$ cat src/common/srx_map.svh
`ifndef SRX_MAP_SVH
`define SRX_MAP_SVH

// ------------------------------------------------------------
// Register offsets
// ------------------------------------------------------------
`define SRX_OFS_STATUS 3'h0
`define SRX_OFS_DATA 3'h1
`define SRX_OFS_CTRL1 3'h2
`define SRX_OFS_CTRL2 3'h3
`define SRX_OFS_BAUD 3'h4
`define SRX_OFS_RXFINE 3'h5
`define SRX_OFS_TXFINE 3'h6

// ------------------------------------------------------------
// Field positions
// ------------------------------------------------------------
`define SRX_ST_RXFULL 5
`define SRX_ST_IDLE 4
`define SRX_ST_OVR 3
`define SRX_ST_NOISE 2
`define SRX_ST_FRAME 1
`define SRX_C1_NINTH 7
`define SRX_C1_WORD9 4
`define SRX_C1_WAKE 3
`define SRX_C2_RXIE 5
`define SRX_C2_IDLEIE 4
`define SRX_C2_RXEN 2
`define SRX_C2_MUTE 1
`define SRX_BD_PRE_HI 7
`define SRX_BD_PRE_LO 6
`define SRX_BD_TX_HI 5
`define SRX_BD_TX_LO 3
`define SRX_BD_RX_HI 2
`define SRX_BD_RX_LO 0

// ------------------------------------------------------------
// Reset values
// ------------------------------------------------------------
`define SRX_RST_REG 8'h00

// ------------------------------------------------------------
// Timing counts
// ------------------------------------------------------------
`define SRX_PR_0 19'h00001
`define SRX_PR_1 19'h00003
`define SRX_PR_2 19'h00004
`define SRX_PR_3 19'h0000d
`define SRX_DIV_W 19
`define SRX_CNT_EDGE 4'h0
`define SRX_CNT_S3 4'h2
`define SRX_CNT_S5 4'h4
`define SRX_CNT_S7 4'h6
`define SRX_CNT_S8 4'h7
`define SRX_CNT_S10 4'h9
`define SRX_CNT_LAST 4'hf
`define SRX_BITS8 4'h8
`define SRX_BITS9 4'h9
`define SRX_IDLE8 8'h9f
`define SRX_IDLE9 8'haf

`endif

$ cat src/common/srx_pkg.sv
package srx_pkg;
	typedef enum logic [1:0] {
		ST_IDLE = 2'b00,
		ST_START = 2'b01,
		ST_DATA = 2'b10,
		ST_STOP = 2'b11
	} srx_state_type;

	typedef logic [2:0] srx_addr_type;
	typedef logic [7:0] srx_byte_type;
endpackage

$ cat src/common/srx_baud_if.sv
interface srx_baud_if;
	logic [1:0] prescale;
	logic [2:0] rate;
	logic [7:0] fine;
	logic tick;

	modport cfg (output prescale, output rate, output fine, input tick);
	modport gen (input prescale, input rate, input fine, output tick);
endinterface

$ cat src/srx_baud.sv
`include "srx_map.svh"

module srx_baud #(
	parameter int DIV_W = `SRX_DIV_W
) (
	// Clock and reset
	input wire logic ref_clk_i,
	input wire logic nrst_i,
	// Divider settings and sample tick
	srx_baud_if.gen bif
);
	import srx_pkg::*;

	function automatic logic [DIV_W-1:0] common_div(input logic [1:0] sel);
		case (sel)
			2'h0: common_div = DIV_W'(`SRX_PR_0);
			2'h1: common_div = DIV_W'(`SRX_PR_1);
			2'h2: common_div = DIV_W'(`SRX_PR_2);
			default: common_div = DIV_W'(`SRX_PR_3);
		endcase
	endfunction

	logic [DIV_W-1:0] limit;
	logic [DIV_W-1:0] cnt_ff;
	logic tick_ff;

	// Cycles per sample tick: common x power of two x fine divisor
	always_comb
	begin
		limit = DIV_W'(common_div(bif.prescale) << bif.rate);
		if (bif.fine != 8'h00)
		begin
			limit = DIV_W'(limit * DIV_W'(bif.fine));
		end
	end

	always_ff @(posedge ref_clk_i)
	begin
		if (!nrst_i || cnt_ff >= limit - DIV_W'(1))
		begin
			cnt_ff <= '0;
		end
		else
		begin
			cnt_ff <= cnt_ff + DIV_W'(1);
		end
	end

	always_ff @(posedge ref_clk_i)
	begin
		if (!nrst_i)
		begin
			tick_ff <= 1'b0;
		end
		else
		begin
			tick_ff <= (cnt_ff >= limit - DIV_W'(1));
		end
	end

	assign bif.tick = tick_ff;
endmodule

$ cat src/srx_top.sv
// Operation
// - Receiver enable starts start-bit search
// - Good word loads holding buffer, sets full
// - Full requests interrupt when enabled, unmasked
// - Full clears by status then data read
// - Break character reports as framing error
// - Idle frame sets flag, optional interrupt
// - Word while full sets overrun, keeps buffer
// - Overrun clears by status then data read
// - Majority of samples 8-10, noise if differ
// - Noise flag rises with full flag
// - Noise clears by status then data read
// - False start discarded, noise kept pending
// - Missing stop bit sets framing error
// - Framing error clears by status, data read
// - Baud is clock over 16, common, power
// - Nonzero fine divisor further divides baud
// - Mute blocks receive flags and interrupts
// - Idle frame wakes mute, no idle flag
// - Address mark wakes mute, word received
// - Ninth received bit goes to control one
// - Data shifts in least significant first
// - Sixteen samples per bit, resync each start
//
// Implementation choices: the strobed register port and the register addresses.
`include "srx_map.svh"

module srx_top (
	// Clock and reset
	input wire logic ref_clk_i,
	input wire logic nrst_i,
	// Register port
	input wire srx_pkg::srx_addr_type addr_i,
	input wire srx_pkg::srx_byte_type wdata_i,
	input wire logic wr_i,
	input wire logic rd_i,
	output srx_pkg::srx_byte_type rdata_o,
	// Serial line and processor
	input wire logic rdi_i,
	input wire logic cpu_mask_i,
	output logic irq_o,
	output logic tx_tick_o
);
	import srx_pkg::*;

	function automatic logic maj3(input logic [2:0] s);
		maj3 = (s[0] & s[1]) | (s[0] & s[2]) | (s[1] & s[2]);
	endfunction

	function automatic logic differ3(input logic [2:0] s);
		differ3 = (s != 3'h0) && (s != 3'h7);
	endfunction

	srx_baud_if rx_bif ();
	srx_baud_if tx_bif ();

	srx_byte_type ctrl1_ff, ctrl2_ff, baud_ff, rxfine_ff, txfine_ff, hold_ff;
	logic rx_meta_ff, rx_sync_ff;
	srx_state_type state_ff;
	logic [3:0] samp_cnt_ff, bit_cnt_ff;
	logic [8:0] shift_ff;
	logic [2:0] trio_ff, hist_ff;
	logic early_ff, edge_ok_ff, frame_noise_ff, pend_noise_ff;
	logic [7:0] idle_cnt_ff;
	logic idle_armed_ff;
	logic rxfull_ff, idle_ff, ovr_ff, noise_ff, frame_ff, arm_ff, mute_ff, irq_ff;
	srx_byte_type rdata_ff;
	logic tk, re, word9, wake, bit_end, word_done, msb, accept, wake_addr;
	logic load, ovr_evt, idle_evt, clr, noise_now;
	logic [3:0] bits_len;
	logic [7:0] idle_len;
	srx_byte_type status, data_val;

	// ------------------------------------------------------------
	// Baud generators
	// ------------------------------------------------------------
	assign rx_bif.prescale = baud_ff[`SRX_BD_PRE_HI:`SRX_BD_PRE_LO];
	assign rx_bif.rate = baud_ff[`SRX_BD_RX_HI:`SRX_BD_RX_LO];
	assign rx_bif.fine = rxfine_ff;
	assign tx_bif.prescale = baud_ff[`SRX_BD_PRE_HI:`SRX_BD_PRE_LO];
	assign tx_bif.rate = baud_ff[`SRX_BD_TX_HI:`SRX_BD_TX_LO];
	assign tx_bif.fine = txfine_ff;

	srx_baud u_rx_baud (
		.ref_clk_i(ref_clk_i),
		.nrst_i(nrst_i),
		.bif(rx_bif.gen)
	);

	srx_baud u_tx_baud (
		.ref_clk_i(ref_clk_i),
		.nrst_i(nrst_i),
		.bif(tx_bif.gen)
	);

	assign tx_tick_o = tx_bif.tick;
	assign tk = rx_bif.tick;
	assign re = ctrl2_ff[`SRX_C2_RXEN];
	assign word9 = ctrl1_ff[`SRX_C1_WORD9];
	assign wake = ctrl1_ff[`SRX_C1_WAKE];
	assign bits_len = word9 ? `SRX_BITS9 : `SRX_BITS8;
	assign idle_len = word9 ? `SRX_IDLE9 : `SRX_IDLE8;

	// ------------------------------------------------------------
	// Line synchroniser
	// ------------------------------------------------------------
	always_ff @(posedge ref_clk_i)
	begin
		if (!nrst_i)
		begin
			rx_meta_ff <= 1'b1;
			rx_sync_ff <= 1'b1;
		end
		else
		begin
			rx_meta_ff <= rdi_i;
			rx_sync_ff <= rx_meta_ff;
		end
	end

	// ------------------------------------------------------------
	// Frame sequencer
	// ------------------------------------------------------------
	assign bit_end = tk && (samp_cnt_ff == `SRX_CNT_LAST);
	assign word_done = bit_end && (state_ff == ST_STOP);
	assign msb = shift_ff[8];

	always_ff @(posedge ref_clk_i)
	begin
		if (!nrst_i || !re)
		begin
			state_ff <= ST_IDLE;
			samp_cnt_ff <= 4'h0;
			bit_cnt_ff <= 4'h0;
		end
		else if (tk)
		begin
			samp_cnt_ff <= samp_cnt_ff + 4'h1;
			case (state_ff)
				ST_IDLE:
				begin
					samp_cnt_ff <= 4'h1;
					if (!rx_sync_ff && hist_ff[0])
					begin
						state_ff <= ST_START;
					end
				end
				ST_START:
				begin
					if (bit_end)
					begin
						state_ff <= maj3(trio_ff) ? ST_IDLE : ST_DATA;
						bit_cnt_ff <= 4'h0;
					end
				end
				ST_DATA:
				begin
					if (bit_end)
					begin
						bit_cnt_ff <= bit_cnt_ff + 4'h1;
						if (bit_cnt_ff == bits_len - 4'h1)
						begin
							state_ff <= ST_STOP;
						end
					end
				end
				default:
				begin
					if (bit_end)
					begin
						state_ff <= ST_IDLE;
					end
				end
			endcase
		end
	end

	// Sample history, noise tracking and data shifting
	always_ff @(posedge ref_clk_i)
	begin
		if (!nrst_i)
		begin
			hist_ff <= 3'h7;
			trio_ff <= 3'h0;
			early_ff <= 1'b0;
			edge_ok_ff <= 1'b0;
			frame_noise_ff <= 1'b0;
			shift_ff <= 9'h000;
		end
		else if (tk)
		begin
			hist_ff <= {hist_ff[1:0], rx_sync_ff};
			if (state_ff == ST_IDLE)
			begin
				edge_ok_ff <= (hist_ff == 3'h7);
				early_ff <= 1'b0;
				frame_noise_ff <= 1'b0;
			end
			else
			begin
				if (samp_cnt_ff == `SRX_CNT_S3 || samp_cnt_ff == `SRX_CNT_S5
					|| samp_cnt_ff == `SRX_CNT_S7)
				begin
					early_ff <= early_ff | rx_sync_ff;
				end
				if (samp_cnt_ff >= `SRX_CNT_S8 && samp_cnt_ff <= `SRX_CNT_S10)
				begin
					trio_ff <= {trio_ff[1:0], rx_sync_ff};
				end
				if (samp_cnt_ff == `SRX_CNT_LAST)
				begin
					if (state_ff == ST_START)
					begin
						frame_noise_ff <= !edge_ok_ff || early_ff || (trio_ff != 3'h0);
					end
					else
					begin
						frame_noise_ff <= frame_noise_ff | differ3(trio_ff);
					end
					if (state_ff == ST_DATA)
					begin
						shift_ff <= {maj3(trio_ff), shift_ff[8:1]};
					end
				end
			end
		end
	end

	// ------------------------------------------------------------
	// Idle frame detection
	// ------------------------------------------------------------
	assign idle_evt = tk && re && (state_ff == ST_IDLE) && rx_sync_ff && idle_armed_ff
		&& (idle_cnt_ff == idle_len);

	always_ff @(posedge ref_clk_i)
	begin
		if (!nrst_i)
		begin
			idle_cnt_ff <= 8'h00;
			idle_armed_ff <= 1'b0;
		end
		else
		begin
			if (word_done)
			begin
				idle_armed_ff <= 1'b1;
			end
			else if (idle_evt)
			begin
				idle_armed_ff <= 1'b0;
			end
			if (state_ff != ST_IDLE || (tk && !rx_sync_ff))
			begin
				idle_cnt_ff <= 8'h00;
			end
			else if (tk && idle_cnt_ff != idle_len)
			begin
				idle_cnt_ff <= idle_cnt_ff + 8'h01;
			end
		end
	end

	// ------------------------------------------------------------
	// Receive flags
	// ------------------------------------------------------------
	assign wake_addr = word_done && mute_ff && wake && msb;
	assign accept = word_done && (!mute_ff || wake_addr);
	assign load = accept && !rxfull_ff;
	assign ovr_evt = accept && rxfull_ff;
	assign clr = rd_i && (addr_i == `SRX_OFS_DATA) && arm_ff;
	assign noise_now = frame_noise_ff || pend_noise_ff || differ3(trio_ff);

	always_ff @(posedge ref_clk_i)
	begin
		if (!nrst_i)
		begin
			arm_ff <= 1'b0;
		end
		else if (rd_i && addr_i == `SRX_OFS_STATUS)
		begin
			arm_ff <= 1'b1;
		end
		else if (rd_i && addr_i == `SRX_OFS_DATA)
		begin
			arm_ff <= 1'b0;
		end
	end

	always_ff @(posedge ref_clk_i)
	begin
		if (!nrst_i)
		begin
			rxfull_ff <= 1'b0;
			ovr_ff <= 1'b0;
			noise_ff <= 1'b0;
			frame_ff <= 1'b0;
			idle_ff <= 1'b0;
		end
		else
		begin
			rxfull_ff <= accept || (rxfull_ff && !clr);
			ovr_ff <= ovr_evt || (ovr_ff && !clr);
			noise_ff <= (load && noise_now) || (noise_ff && !clr);
			frame_ff <= (load && !maj3(trio_ff)) || (frame_ff && !clr);
			idle_ff <= (idle_evt && !mute_ff) || (idle_ff && !clr);
		end
	end

	always_ff @(posedge ref_clk_i)
	begin
		if (!nrst_i)
		begin
			pend_noise_ff <= 1'b0;
		end
		else if (bit_end && state_ff == ST_START && maj3(trio_ff))
		begin
			pend_noise_ff <= 1'b1;
		end
		else if (load)
		begin
			pend_noise_ff <= 1'b0;
		end
	end

	always_ff @(posedge ref_clk_i)
	begin
		if (!nrst_i)
		begin
			hold_ff <= `SRX_RST_REG;
		end
		else if (load)
		begin
			hold_ff <= word9 ? shift_ff[7:0] : shift_ff[8:1];
		end
	end

	// ------------------------------------------------------------
	// Control registers
	// ------------------------------------------------------------
	always_ff @(posedge ref_clk_i)
	begin
		if (!nrst_i)
		begin
			ctrl1_ff <= `SRX_RST_REG;
			ctrl2_ff <= `SRX_RST_REG;
			baud_ff <= `SRX_RST_REG;
			rxfine_ff <= `SRX_RST_REG;
			txfine_ff <= `SRX_RST_REG;
		end
		else
		begin
			if (wr_i && addr_i == `SRX_OFS_CTRL1)
			begin
				ctrl1_ff[6:0] <= wdata_i[6:0];
			end
			if (load && word9)
			begin
				ctrl1_ff[`SRX_C1_NINTH] <= msb;
			end
			if (wr_i && addr_i == `SRX_OFS_CTRL2)
			begin
				ctrl2_ff <= wdata_i;
			end
			if (wr_i && addr_i == `SRX_OFS_BAUD)
			begin
				baud_ff <= wdata_i;
			end
			if (wr_i && addr_i == `SRX_OFS_RXFINE)
			begin
				rxfine_ff <= wdata_i;
			end
			if (wr_i && addr_i == `SRX_OFS_TXFINE)
			begin
				txfine_ff <= wdata_i;
			end
		end
	end

	// Mute bit: software sets, wake events clear, a write wins
	always_ff @(posedge ref_clk_i)
	begin
		if (!nrst_i)
		begin
			mute_ff <= 1'b0;
		end
		else if (wr_i && addr_i == `SRX_OFS_CTRL2)
		begin
			mute_ff <= wdata_i[`SRX_C2_MUTE];
		end
		else if (wake_addr || (idle_evt && mute_ff && !wake))
		begin
			mute_ff <= 1'b0;
		end
	end

	// ------------------------------------------------------------
	// Interrupt and read path
	// ------------------------------------------------------------
	always_ff @(posedge ref_clk_i)
	begin
		if (!nrst_i)
		begin
			irq_ff <= 1'b0;
		end
		else
		begin
			irq_ff <= !cpu_mask_i && !mute_ff &&
				((ctrl2_ff[`SRX_C2_RXIE] && (rxfull_ff || ovr_ff)) ||
				(ctrl2_ff[`SRX_C2_IDLEIE] && idle_ff));
		end
	end

	always_comb
	begin
		status = 8'h00;
		status[`SRX_ST_RXFULL] = rxfull_ff;
		status[`SRX_ST_IDLE] = idle_ff;
		status[`SRX_ST_OVR] = ovr_ff;
		status[`SRX_ST_NOISE] = noise_ff;
		status[`SRX_ST_FRAME] = frame_ff;
		data_val = {ctrl2_ff[7:2], mute_ff, ctrl2_ff[0]};
	end

	always_ff @(posedge ref_clk_i)
	begin
		if (!nrst_i || !rd_i)
		begin
			rdata_ff <= 8'h00;
		end
		else
		begin
			case (addr_i)
				`SRX_OFS_STATUS: rdata_ff <= status;
				`SRX_OFS_DATA: rdata_ff <= hold_ff;
				`SRX_OFS_CTRL1: rdata_ff <= ctrl1_ff;
				`SRX_OFS_CTRL2: rdata_ff <= data_val;
				`SRX_OFS_BAUD: rdata_ff <= baud_ff;
				`SRX_OFS_RXFINE: rdata_ff <= rxfine_ff;
				`SRX_OFS_TXFINE: rdata_ff <= txfine_ff;
				default: rdata_ff <= 8'h00;
			endcase
		end
	end

	assign rdata_o = rdata_ff;
	assign irq_o = irq_ff;

	// ------------------------------------------------------------
	// Checks
	// ------------------------------------------------------------
	enable_idle_a: assert property (@(posedge ref_clk_i) disable iff (!nrst_i)
		!re |=> state_ff == ST_IDLE)
		else $error("receiver active while disabled");
	word_load_a: assert property (@(posedge ref_clk_i) disable iff (!nrst_i)
		load |=> rxfull_ff && hold_ff == (word9 ? $past(shift_ff[7:0]) : $past(shift_ff[8:1])))
		else $error("word not loaded into holding buffer");
	clear_order_a: assert property (@(posedge ref_clk_i) disable iff (!nrst_i)
		(rxfull_ff && !arm_ff && !accept) |=> rxfull_ff)
		else $error("full flag cleared without status access first");
	overrun_keep_a: assert property (@(posedge ref_clk_i) disable iff (!nrst_i)
		ovr_evt |=> ovr_ff && $stable(hold_ff))
		else $error("overrun did not keep buffer or set flag");
	irq_request_a: assert property (@(posedge ref_clk_i) disable iff (!nrst_i)
		(rxfull_ff && ctrl2_ff[`SRX_C2_RXIE] && !cpu_mask_i && !mute_ff) |=> irq_o)
		else $error("missing receive interrupt");
	mute_quiet_a: assert property (@(posedge ref_clk_i) disable iff (!nrst_i)
		(mute_ff && !wake_addr) |=> !$rose(rxfull_ff) && !$rose(idle_ff) && !$rose(frame_ff))
		else $error("flag raised while muted");
	idle_wake_a: assert property (@(posedge ref_clk_i) disable iff (!nrst_i)
		(idle_evt && mute_ff && !wake && !wr_i) |=> !mute_ff && !$rose(idle_ff))
		else $error("idle wake misbehaved");
	false_start_a: assert property (@(posedge ref_clk_i) disable iff (!nrst_i)
		(re && bit_end && state_ff == ST_START && maj3(trio_ff)) |=>
		state_ff == ST_IDLE && pend_noise_ff && !$rose(rxfull_ff))
		else $error("false start not discarded");
	noise_with_full_a: assert property (@(posedge ref_clk_i) disable iff (!nrst_i)
		$rose(noise_ff) |-> $rose(rxfull_ff))
		else $error("noise flag rose alone");
endmodule

$ cat config.mk
export PLATFORM = sky130hd
export DESIGN_NAME = srx_top
export DESIGN_NICKNAME = d
export VERILOG_FILES = /design/src/common/srx_pkg.sv /design/src/common/srx_baud_if.sv /design/src/srx_baud.sv /design/src/srx_top.sv
export VERILOG_INCLUDE_DIRS = /design/src /design/src/common
export SDC_FILE = /design/constraint.sdc
export NUM_CORES = 1
export LEC_CHECK = 0
export ABC_AREA = 1
export BUFFER_PORTS_ARGS = -buffer_cell sky130_fd_sc_hd__buf_2
export CAP_MARGIN = 0
export CORE_MARGIN = 4
export CORE_UTILIZATION = 59
export CTS_CLUSTER_SIZE = 28
export DETAILED_ROUTE_END_ITERATION = 10
export MAX_ROUTING_LAYER = met4
export PLACE_DENSITY = 0.79
export SLEW_MARGIN = 10
export SYNTH_ARGS = -nofsm -noshare
export SYNTH_HDL_FRONTEND = slang
export SYNTH_SLANG_ARGS = --single-unit
$ cat constraint.sdc
create_clock -name ref_clk_i -period 6.2 [get_ports ref_clk_i]
set_input_delay 1.24 -clock ref_clk_i [delete_from_list [all_inputs] [get_ports ref_clk_i]]
set_output_delay 1.24 -clock ref_clk_i [all_outputs]
set_load 0.03 [all_outputs]
Word-level counts from Yosys, hierarchy flattened:

Index checks and enable logic that the tools add are counted.
W data, S select, Z words.

* logic and storage cells: 211
* bits in registers: 144
* bits of input ports: 17

* multipliers: 2
* eq/ne operators: 24
* add/sub/neg operators: 8
* bitwise operators: 9
* $lt $le $gt $ge: 4
* shift-type cells: 2
* reduce and logical (&&, ||, !) cells: 97
* muxes and demuxes: 31

Operators with widths (number)
* $pmux W8 S7: 1
* $logic_and A1 B1 Y1: 43
* $add A19 B1 Y19 const B: 2
* $ge A19 B19 Y1: 2
* $mul A19 B8 Y19: 2
* $mux W19: 2
* $shl A4 B3 Y19: 2
* $sub A19 B1 Y19 const B: 2
* $logic_or A1 B1 Y1: 20
* $reduce_bool A2 Y1: 9
* $reduce_bool A8 Y1: 2
* $mux W1: 14
* $eq A3 B3 Y1 const B: 4
* $mux W2: 6
* $mux W4: 3
* $pmux W4 S3: 1
* $logic_not A1 Y1: 11
* $add A4 B1 Y4 const B: 2
* $add A8 B1 Y8 const B: 1
* $eq A4 B3 Y1 const B: 2
* $eq A8 B8 Y1: 1
* $mux W8: 1
* $ne A2 B2 Y1 const B: 4
* $ne A8 B8 Y1: 1
* 25 further kinds: 39

Longest topological paths before layout:

Gate-level depths: netlist (run 1).

* depth in word-level cells: 11
* depth in mapped cells: 43
* mapped depth without buffers: 42

Modules after synthesis:

A second synthesis (run 1) with hierarchy kept.

* cells, all modules: 2149
* area total of the unflattened synthesis: 14989.4 sq um

By module, submodules not included
* srx_baud at u_rx_baud: seq. area each 400.4 sq um, area an instance 5238.8 sq um, cells an instance 760, instances 1
* srx_baud at u_tx_baud: seq. area each 400.4 sq um, area an instance 5178.7 sq um, cells an instance 764, instances 1
* srx_top: seq. area each 2062.0 sq um, area an instance 4571.9 sq um, cells an instance 625, instances 1

Worst setup path before layout (run 1):

OpenSTA, ideal clock, no wires.

* kind: flip-flop to flip-flop
* start: reg baud_ff[7]
* end: reg u_rx_baud.cnt_ff[18]
* path slack: -0.041 ns
* cell stages (with the launch flop): 36
* arrival time: 6.126 ns
* clock period less this slack: 6.241 ns
* library setup time: 0.115 ns
* path through: dfxtp_1 > nand2_1 > inv_1 > nand2_1 > nand2_1 > nand3_1 > nand2_1 > inv_1 > nor2_1 > fa_1 > fa_1 > fa_1 > inv_1 > fa_1 > inv_1 > ha_1 > nand2_1 > nor2_1 > nand3_1 > nand3_1 > nand2_1 > nand3_1 > nand2_1 > nor2_1 > nand2_1 > o21ai_0 > nand2_1 > ha_1 > nand2_1 > nor3_1 > nor3b_1 > nand4_1 > nand4_1 > clkbuf_1 > nor2_1 > and2_1

* longest elaborated chain between the ends: 8
* elaborated cells on any way between the ends: 10

Ends and longest elaborated chain
* start, declared: RTL line srx_top.sv:57 `srx_byte_type ctrl1_ff, ctrl2_ff, baud_ff, rxfine_ff, txfine_ff, hold_ff;`
* start signal, assigned: RTL line srx_top.sv:346 `` baud_ff <= `SRX_RST_REG; ``
* start signal, assigned: RTL line srx_top.sv:366 `baud_ff <= wdata_i;`
* $eq A2 B2 Y1, or another cell as far along: RTL line srx_baud.sv:15 `case (sel)`
* $pmux W4 S3 (*): RTL line srx_baud.sv:15
* $shl A4 B3 Y19 (*): RTL line srx_baud.sv:30 `limit = DIV_W'(common_div(bif.prescale) << bif.rate);`
* $mul A19 B8 Y19: RTL line srx_baud.sv:33 `limit = DIV_W'(limit * DIV_W'(bif.fine));`
* $mux W19 (*): RTL line srx_baud.sv:31 `if (bif.fine != 8'h00)`
* $sub A19 B1 Y19 (*): RTL line srx_baud.sv:39 `if (!nrst_i || cnt_ff >= limit - DIV_W'(1))`
* $ge A19 B19 Y1 (*): RTL line srx_baud.sv:39
* $logic_or A1 B1 Y1 (*): RTL line srx_baud.sv:39
* end signal, assigned: RTL line srx_baud.sv:45 `cnt_ff <= cnt_ff + DIV_W'(1);`
* end, declared: RTL line srx_baud.sv:24 `logic [DIV_W-1:0] cnt_ff;`

Every way passes the cells marked *; elsewhere a longest branch is shown, timed or not.
A chain may end at the register's enable or synchronous reset.

Worst setup path in the final report (run 1):

* start: reg baud_ff[6]
* end: reg u_rx_baud.cnt_ff[6]

Same word-level chain as after synthesis.

==> metrics.md, run 1 <==
| Metric | Value |
|---|---|
| Final worst path period share | `103%` |
| Clock network fraction of design power | `38.1%` |
| Post-synthesis instance total | `2080` |
| Crit path required time | `6480 ps` |
| Post-synthesis area per instance | `6.91 µm²` |
| Via count of the first global-routing pass | `14600` |
| Number of DRC markers in iteration 0 | `1298` |
| Die area | `26900 µm²` |
| Maximum cell stage delay along the critical path | `640 ps` |
| Final min period | `6360 ps` |
| Switch share | `34.6%` |
| Number of maximum-capacitance violations | `0` |
| Setup slack of the critical path after layout | `-160 ps` |
| Endpoint type of the worst setup path | `register` |
| Top-count cell post-synth | `sky130_fd_sc_hd__nand2_1` |
| Post-detailed-routing wire length | `43.5 mm` |
| Beginning of the worst register-to-register path | `baud_ff[6]` |
| Yosys cell types | `46` |
| Fraction of post-synthesis cell area in the top cell type by area | `19.9%` |
| Number of flops mapped to enable cells by yosys | `0` |
| Outcome | `finished with violations` |
| Total number of H-tree levels | `4` |
| CP max stage cell | `sky130_fd_sc_hd__fa_2` |
| Vias after detailed routing | `14900` |
| First-pass GRT wire length | `70.0 mm` |
| Fill cell count | `1711` |
| 1st-pass router iterations | `6` |
| Maximum buffer depth of the clock tree | `2` |
| Total placed cells including tap cells | `2560` |
| Die outline width | `164 µm` |
| Top cells by instance count after synthesis | `409 x sky130_fd_sc_hd__nand2_1, 364 x sky130_fd_sc_hd__inv_1, 269 x sky130_fd_sc_hd__nor2_1` |
| Reg clk slew, reported paths | `80 ps` |
| Met1 WL | `17.3 mm` |
| Initial antenna violation count | `0` |
| Antenna viol nets, final | `0` |
| Area added between synthesis and finish | `27.4%` |
| Hold path startpoint | `rx_meta_ff` |
| Io pins | `27` |
| Leading cell types by total area after synthesis | `sky130_fd_sc_hd__dfxtp_1 20%, sky130_fd_sc_hd__fa_1 15%, sky130_fd_sc_hd__ha_1 11%, sky130_fd_sc_hd__nand2_1 11%, sky130_fd_sc_hd__inv_1 9.5%` |
| Number of design rule violations left after detail routing | `0` |
| Core area | `23700 µm²` |
| Vert. Die Dim | `164 µm` |
| Per-cell routed wire length | `16.6 µm` |
| Static Leak | `8.89 nW` |
| Power density normalized to cell area | `159 nW/µm²` |
| Hold Path Depth | `1` |
| Critical path launch point | `baud_ff[6]` |
| Effective utilization at floorplan | `60.7%` |
| Clk Tree Root Cell | `sky130_fd_sc_hd__clkbuf_16` |
| Worst-Skew Late Latency | `440 ps` |
| CP Class | `register to register` |
| Slew at the pin closest to its max-slew limit | `814 ps` |
| Final standard cell area without fillers | `18300 µm²` |
| Net Count, Synth | `2332` |
| Startpoint type of the worst setup path | `register` |
| Final slew viol count | `0` |
| Combinational fraction of design power | `28.6%` |
| Sequential element share of the synthesized area | `19.9%` |
| Hold Path Class | `register to register` |
| Clk_skew | `24.0 ps` |
| FFs w/ async S/R, synth | `0%` |
| Depth of the most critical reg-to-reg path | `36` |
| FF+latch count, synth | `143` |
| Non-filler cells, final | `2625` |
| Endpoints failing setup | `40` |
| Post-DP HPWL | `32.1 mm` |
| Max Clock Freq | `157 MHz` |
| Via-to-Cell Ratio | `5.68` |
| Worst VDD drop | `0.000144 V` |
| Number of port buffers | `26` |
| Crit path DAT | `6640 ps` |
| Inserted Diodes | `0` |
| Floorplan row count | `56` |
| Maximum number of pins on one net before global-route repair | `55` |
| Total gr overflow | `0` |
| Length of routed met3 wiring | `2.73 mm` |
| Sequential power share | `33.3%` |
| Clock tree from TritonCTS | `yes` |
| Synth area leader | `sky130_fd_sc_hd__dfxtp_1` |
| Warnings, synthesis | `0` |
| Routability congestion estimate | `1.00` |
| Total count of hold-check failures in the final report | `0` |
| Global router's overall resource usage | `33.1%` |
| Total met2 wirelength after detailed routing | `21.0 mm` |
| # clock sinks | `143` |
| Net count reported at finish | `2545` |
| TritonCTS buffer count | `17` |
| Internal Pwr Total | `1.90 mW` |
| Area after DPL | `16100 µm²` |
| Most frequent cell on the critical path | `sky130_fd_sc_hd__nand2_1` |
| Max FO, Critical Path | `9` |
| Mapped Area | `14400 µm²` |
| Max layer used | `met4` |
| RSZ-0062 raised after global routing | `true` |
| Main synth FF type | `sky130_fd_sc_hd__dfxtp_1` |
| Violations in the final reports | `setup timing` |
| Net Switching | `1.01 mW` |
| Fraction of final layout cells with drive strength greater than 1 | `25.0%` |
| Rel. slew slack | `45.3%` |
| Pre-CTS setup slack | `-507 ps` |
## timing repair
item / in CTS / in global routing
hold buffers: 0 / 0
pin swaps: 39 / 87
gates resized for setup: 121 / 192
buffers inserted: 14 / 17
gates cloned: 1 / 1
endpoints found under the setup margin: 40 / 40
## critical path: cells and delay by family, from the launching register on
family,cells,cell delay [ps]
adder cells (fa/ha/maj),6,2770
AND/OR/NAND/NOR,23,2450
buffers and inverters,7,620
flip-flops,1,370
## power by group through the flow
stage / clock, mW / combinational [mW] / sequential, mW
6_report: 1.11 / 0.832 / 0.969
5_1_grt: 1.15 / 0.912 / 0.971
3_3_place_gp: 0 / 0.659 / 0.987
3_5_place_dp: 0 / 0.681 / 0.988
2_1_floorplan: 0 / 0.459 / 0.983
4_1_cts: 1.11 / 0.740 / 0.967
## cells by family (layout without fill, tap and decap cells)
logic type,count (synthesis),in the layout,synth area share (%)
XOR/XNOR,62,62,3.78
flip-flops,143,143,19.9
buffers and inverters,419,645,11.2
adder cells (fa/ha/maj),235,235,26.1
AO/OA/AOI/OAI,255,255,9.68
AND/OR/NAND/NOR,966,966,29.3
## flip-flops by register name, indices dropped and copies added (netlist names), 7 cells and up
| signal | cells |
|---|---|
| shift_ff | 9 |
| rx_bif.fine | 8 |
| baud_ff | 8 |
| idle_cnt_ff | 8 |
| tx_bif.fine | 8 |
| u_rx_baud.cnt_ff | 19 |
| ctrl2_ff | 7 |
| rdata_o | 8 |
| ctrl1_ff | 8 |
| hold_ff | 8 |
| u_tx_baud.cnt_ff | 19 |
## cell usage in the layout (no fill, tap or decap), types with 8 or more instances in the layout
master,n
sky130_fd_sc_hd__nand3b_1,9
sky130_fd_sc_hd__nor2_1,208
sky130_fd_sc_hd__ha_4,26
sky130_fd_sc_hd__nand3_4,8
sky130_fd_sc_hd__nand4_1,34
sky130_fd_sc_hd__nor3_2,19
sky130_fd_sc_hd__clkbuf_16,19
sky130_fd_sc_hd__nand2_2,51
sky130_fd_sc_hd__a21oi_1,108
sky130_fd_sc_hd__nor2_4,21
sky130_fd_sc_hd__nor3_1,42
sky130_fd_sc_hd__xor2_1,35
sky130_fd_sc_hd__nand3_1,81
sky130_fd_sc_hd__nand3_2,45
sky130_fd_sc_hd__o22ai_1,15
sky130_fd_sc_hd__nand2_4,13
sky130_fd_sc_hd__nand2_1,355
sky130_fd_sc_hd__buf_4,209
sky130_fd_sc_hd__inv_1,348
sky130_fd_sc_hd__nor2_2,52
sky130_fd_sc_hd__dfxtp_1,140
sky130_fd_sc_hd__ha_1,101
sky130_fd_sc_hd__xnor2_1,24
sky130_fd_sc_hd__fa_1,97
sky130_fd_sc_hd__inv_2,16
sky130_fd_sc_hd__fa_2,11
sky130_fd_sc_hd__o21ai_0,89
sky130_fd_sc_hd__buf_2,26
## worst paths after layout
path	to	slack, ps
max reg2reg	u_rx_baud.cnt_ff[6]	-160
min	rx_sync_ff	440
min reg2reg	rx_sync_ff	440
max	u_rx_baud.cnt_ff[6]	-160
## layout make-up
class                           count  area (µm²)  area share [%]
Clock inverter                     14         180           0.984
Tap cell                          319         399            2.18
Inverter                          372        1410            7.72
Multi-Input combinational cell   1518       11200            61.1
Clock buffer                       18         439            2.40
Sequential cell                   143        2870            15.7
Timing Repair Buffer              241        1810            9.90
## per-layer routing
layer  track usage [%]  up-vias
met2              54.9      631
met1              39.4     7077
met4              16.2        0
met3              4.97      182
li1                  -     7030
met5                 -        -
## through the flow
stage / hold slack [ps] / util [%] / setup TNS, ps / power [mW]
final: 435 / 77.3 / -4350 / 2.91
after floorplan: 393 / - / 0 / 1.44
after CTS: 437 / 73.3 / 0 / 2.82
after global routing: 443 / 77.3 / -15950 / 3.04
after global placement: 430 / 67.9 / -9630 / 1.65
after detailed placement: 419 / 67.9 / -18570 / 1.67
Note: power is estimated with default switching activity, not from simulation.
==> run 2: changes to the inputs <==
Settings changed: CORE_MARGIN 4 to 2, CTS_CLUSTER_SIZE 28 to unset.
==> metrics.md, run 2 (synthesized netlist as in run 1, its figures left out) <==
| Metric | Value |
|---|---|
| Outcome | `finished with violations` |
| Violations in the final reports | `setup timing` |
| Initial antenna violation count | `1` |
| Total Neg Setup Slack | `-5030 ps` |
| # clock sinks | `143` |
| Total gr overflow | `0` |
| Maximum buffer depth of the clock tree | `2` |
| Endpoints failing setup | `40` |
| Via-to-Cell Ratio | `5.68` |
| Startpoint type of the worst setup path | `register` |
| Setup slack of the critical path after layout | `-320 ps` |
| CP Class | `register to register` |
| Maximum number of pins on one net before global-route repair | `56` |
| Io pins | `27` |
| Vias after detailed routing | `15000` |
| Max Clock Freq | `153 MHz` |
| Registers with the most flip-flops | `u_rx_baud.cnt_ff: 19 flops, u_tx_baud.cnt_ff: 19 flops, shift_ff: 9 flops` |
| Most common cell after layout, fill and taps aside | `sky130_fd_sc_hd__inv_1` |
| Core area | `24100 µm²` |
| Final min period | `6520 ps` |
| Final slew viol count | `0` |
| Die outline width | `160 µm` |
| Clk Tree Root Cell | `sky130_fd_sc_hd__clkbuf_16` |
| Crit path DAT | `6860 ps` |
| Worst Hold Margin | `430 ps` |
| Antenna viol nets, final | `0` |
| RSZ-0062 raised after global routing | `true` |
| Number of DRC markers in iteration 0 | `1418` |
| Clock tree from TritonCTS | `yes` |
| Worst VDD drop | `0.000190 V` |
| Total number of H-tree levels | `4` |
| Floorplan row count | `57` |
| Top library cells by usage in the layout, fill and taps aside | `334 x sky130_fd_sc_hd__inv_1, 325 x sky130_fd_sc_hd__nand2_1, 197 x sky130_fd_sc_hd__buf_4` |
| Post-detailed-routing wire length | `44.9 mm` |
| Rel. slew slack | `40.4%` |
| Hold Path Class | `register to register` |
| Endpoint type of the worst setup path | `register` |
| Number of port buffers | `26` |
| Vert. Die Dim | `160 µm` |
| Net count reported at finish | `2546` |
| Worst-Skew Late Latency | `450 ps` |
| Static Leak | `9.05 nW` |
| TritonCTS buffer count | `17` |
| Routability congestion estimate | `0.975` |
| Power density normalized to cell area | `152 nW/µm²` |
| CP max stage cell | `sky130_fd_sc_hd__fa_1` |
| Fraction of final layout cells with drive strength greater than 1 | `28.4%` |
| Final worst path period share | `105%` |
| Clk_skew | `17.8 ps` |
| Effective utilization at floorplan | `59.6%` |
| Slew at the pin closest to its max-slew limit | `892 ps` |
| Global router's overall resource usage | `33.9%` |
| Maximum cell stage delay along the critical path | `530 ps` |
| Post-DP HPWL | `31.7 mm` |
| Die area | `25600 µm²` |
| Total count of hold-check failures in the final report | `0` |
| Via count of the first global-routing pass | `14400` |
| Area added between synthesis and finish | `30.5%` |
| Dominant delay contributor by cell family on the critical path | `adder cells` |
| Max FO, Critical Path | `6` |
| Number of design rule violations left after detail routing | `0` |
| Count of buffering cells on the critical path with inverters included | `10` |
| Crit path required time | `6540 ps` |
| Reg clk slew, reported paths | `80 ps` |
| 1st-pass router iterations | `5` |
| Number of maximum-capacitance violations | `0` |
| Per-cell routed wire length | `17.1 µm` |
| First-pass GRT wire length | `68.5 mm` |
-- run 2: changes by cell type in the layout (fill, tap and decap cells not counted), moves of 7 or more --
cell and change:
sky130_fd_sc_hd__buf_4 -12, sky130_fd_sc_hd__buf_6 +12, sky130_fd_sc_hd__inv_1 -14, sky130_fd_sc_hd__inv_2 +11, sky130_fd_sc_hd__nand2_1 -30, sky130_fd_sc_hd__nand2_2 +19
sky130_fd_sc_hd__nand2_4 +10, sky130_fd_sc_hd__nand3_4 +7, sky130_fd_sc_hd__nor2_1 -20, sky130_fd_sc_hd__nor2_4 +26
-- run 2: routing by layer --
metal	vias to the layer above	wire, µm	GRT usage [%]
met3	197	2870	4.08
met4	0	2390	14.6
met5	-	0	-
met2	636	22300	58.6
met1	7092	17300	39.9
li1	7029	-	-
-- run 2: worst paths after layout --
path	startpoint	endpoint	slack, ps	depth (start not counted)
worst min-delay path	rx_meta_ff	rx_sync_ff	430	1
worst min register to register	rx_meta_ff	rx_sync_ff	430	1
worst max-delay path	baud_ff[7]	u_tx_baud.cnt_ff[1]	-320	36
worst max register to register	baud_ff[7]	u_tx_baud.cnt_ff[1]	-320	36
-- run 2: power breakdown --
| group | total [mW] | internal (mW) | switching, mW |
|---|---|---|---|
| registers | 0.971 | 0.943 | 0.0271 |
| logic | 0.868 | 0.344 | 0.524 |
| clock network | 1.01 | 0.536 | 0.475 |
| total | 2.85 | 1.82 | 1.03 |
-- run 2: worst reg2reg max path, delay by kind of cell (launching register included) --
family	cells	cell delay, ps
flip-flops	1	420
adder cells (fa/ha/maj)	6	2670
AND/OR/NAND/NOR	19	2020
AO/OA/AOI/OAI	1	310
buffers and inverters	10	1010
-- run 2: what timing repair did --
item	4_1_cts	5_1_grt
setup endpoints to repair	40	40
setup buffers	12	19
pin swaps	53	117
gates resized for setup	155	302
cloned	2	3
hold buffers	0	0
-- run 2: area by class of cell --
class | count | area [µm²]
multi-input cells | 1518 | 11600
repair buffers | 242 | 1880
clock inverters | 14 | 118
inverters | 372 | 1420
fillers | 1648 | 5350
diodes | 1 | 2.50
clock buffers | 18 | 439
well taps | 324 | 405
flip-flops and latches | 143 | 2880
-- run 2: per-stage QoR --
stage | std cells | setup slack, ps | power [mW] | utilization [%] | area [µm²]
2_1_floorplan | 2080 | 57.5 | 1.44 | - | 14400
3_3_place_gp | 2563 | -214 | 1.64 | 66.7 | 16100
3_5_place_dp | 2563 | -351 | 1.66 | 66.7 | 16100
4_1_cts | 2609 | -7.33 | 2.72 | 72.2 | 17400
5_1_grt | 2632 | -507 | 2.96 | 77.8 | 18800
6_report | 2632 | -320 | 2.85 | 77.8 | 18800
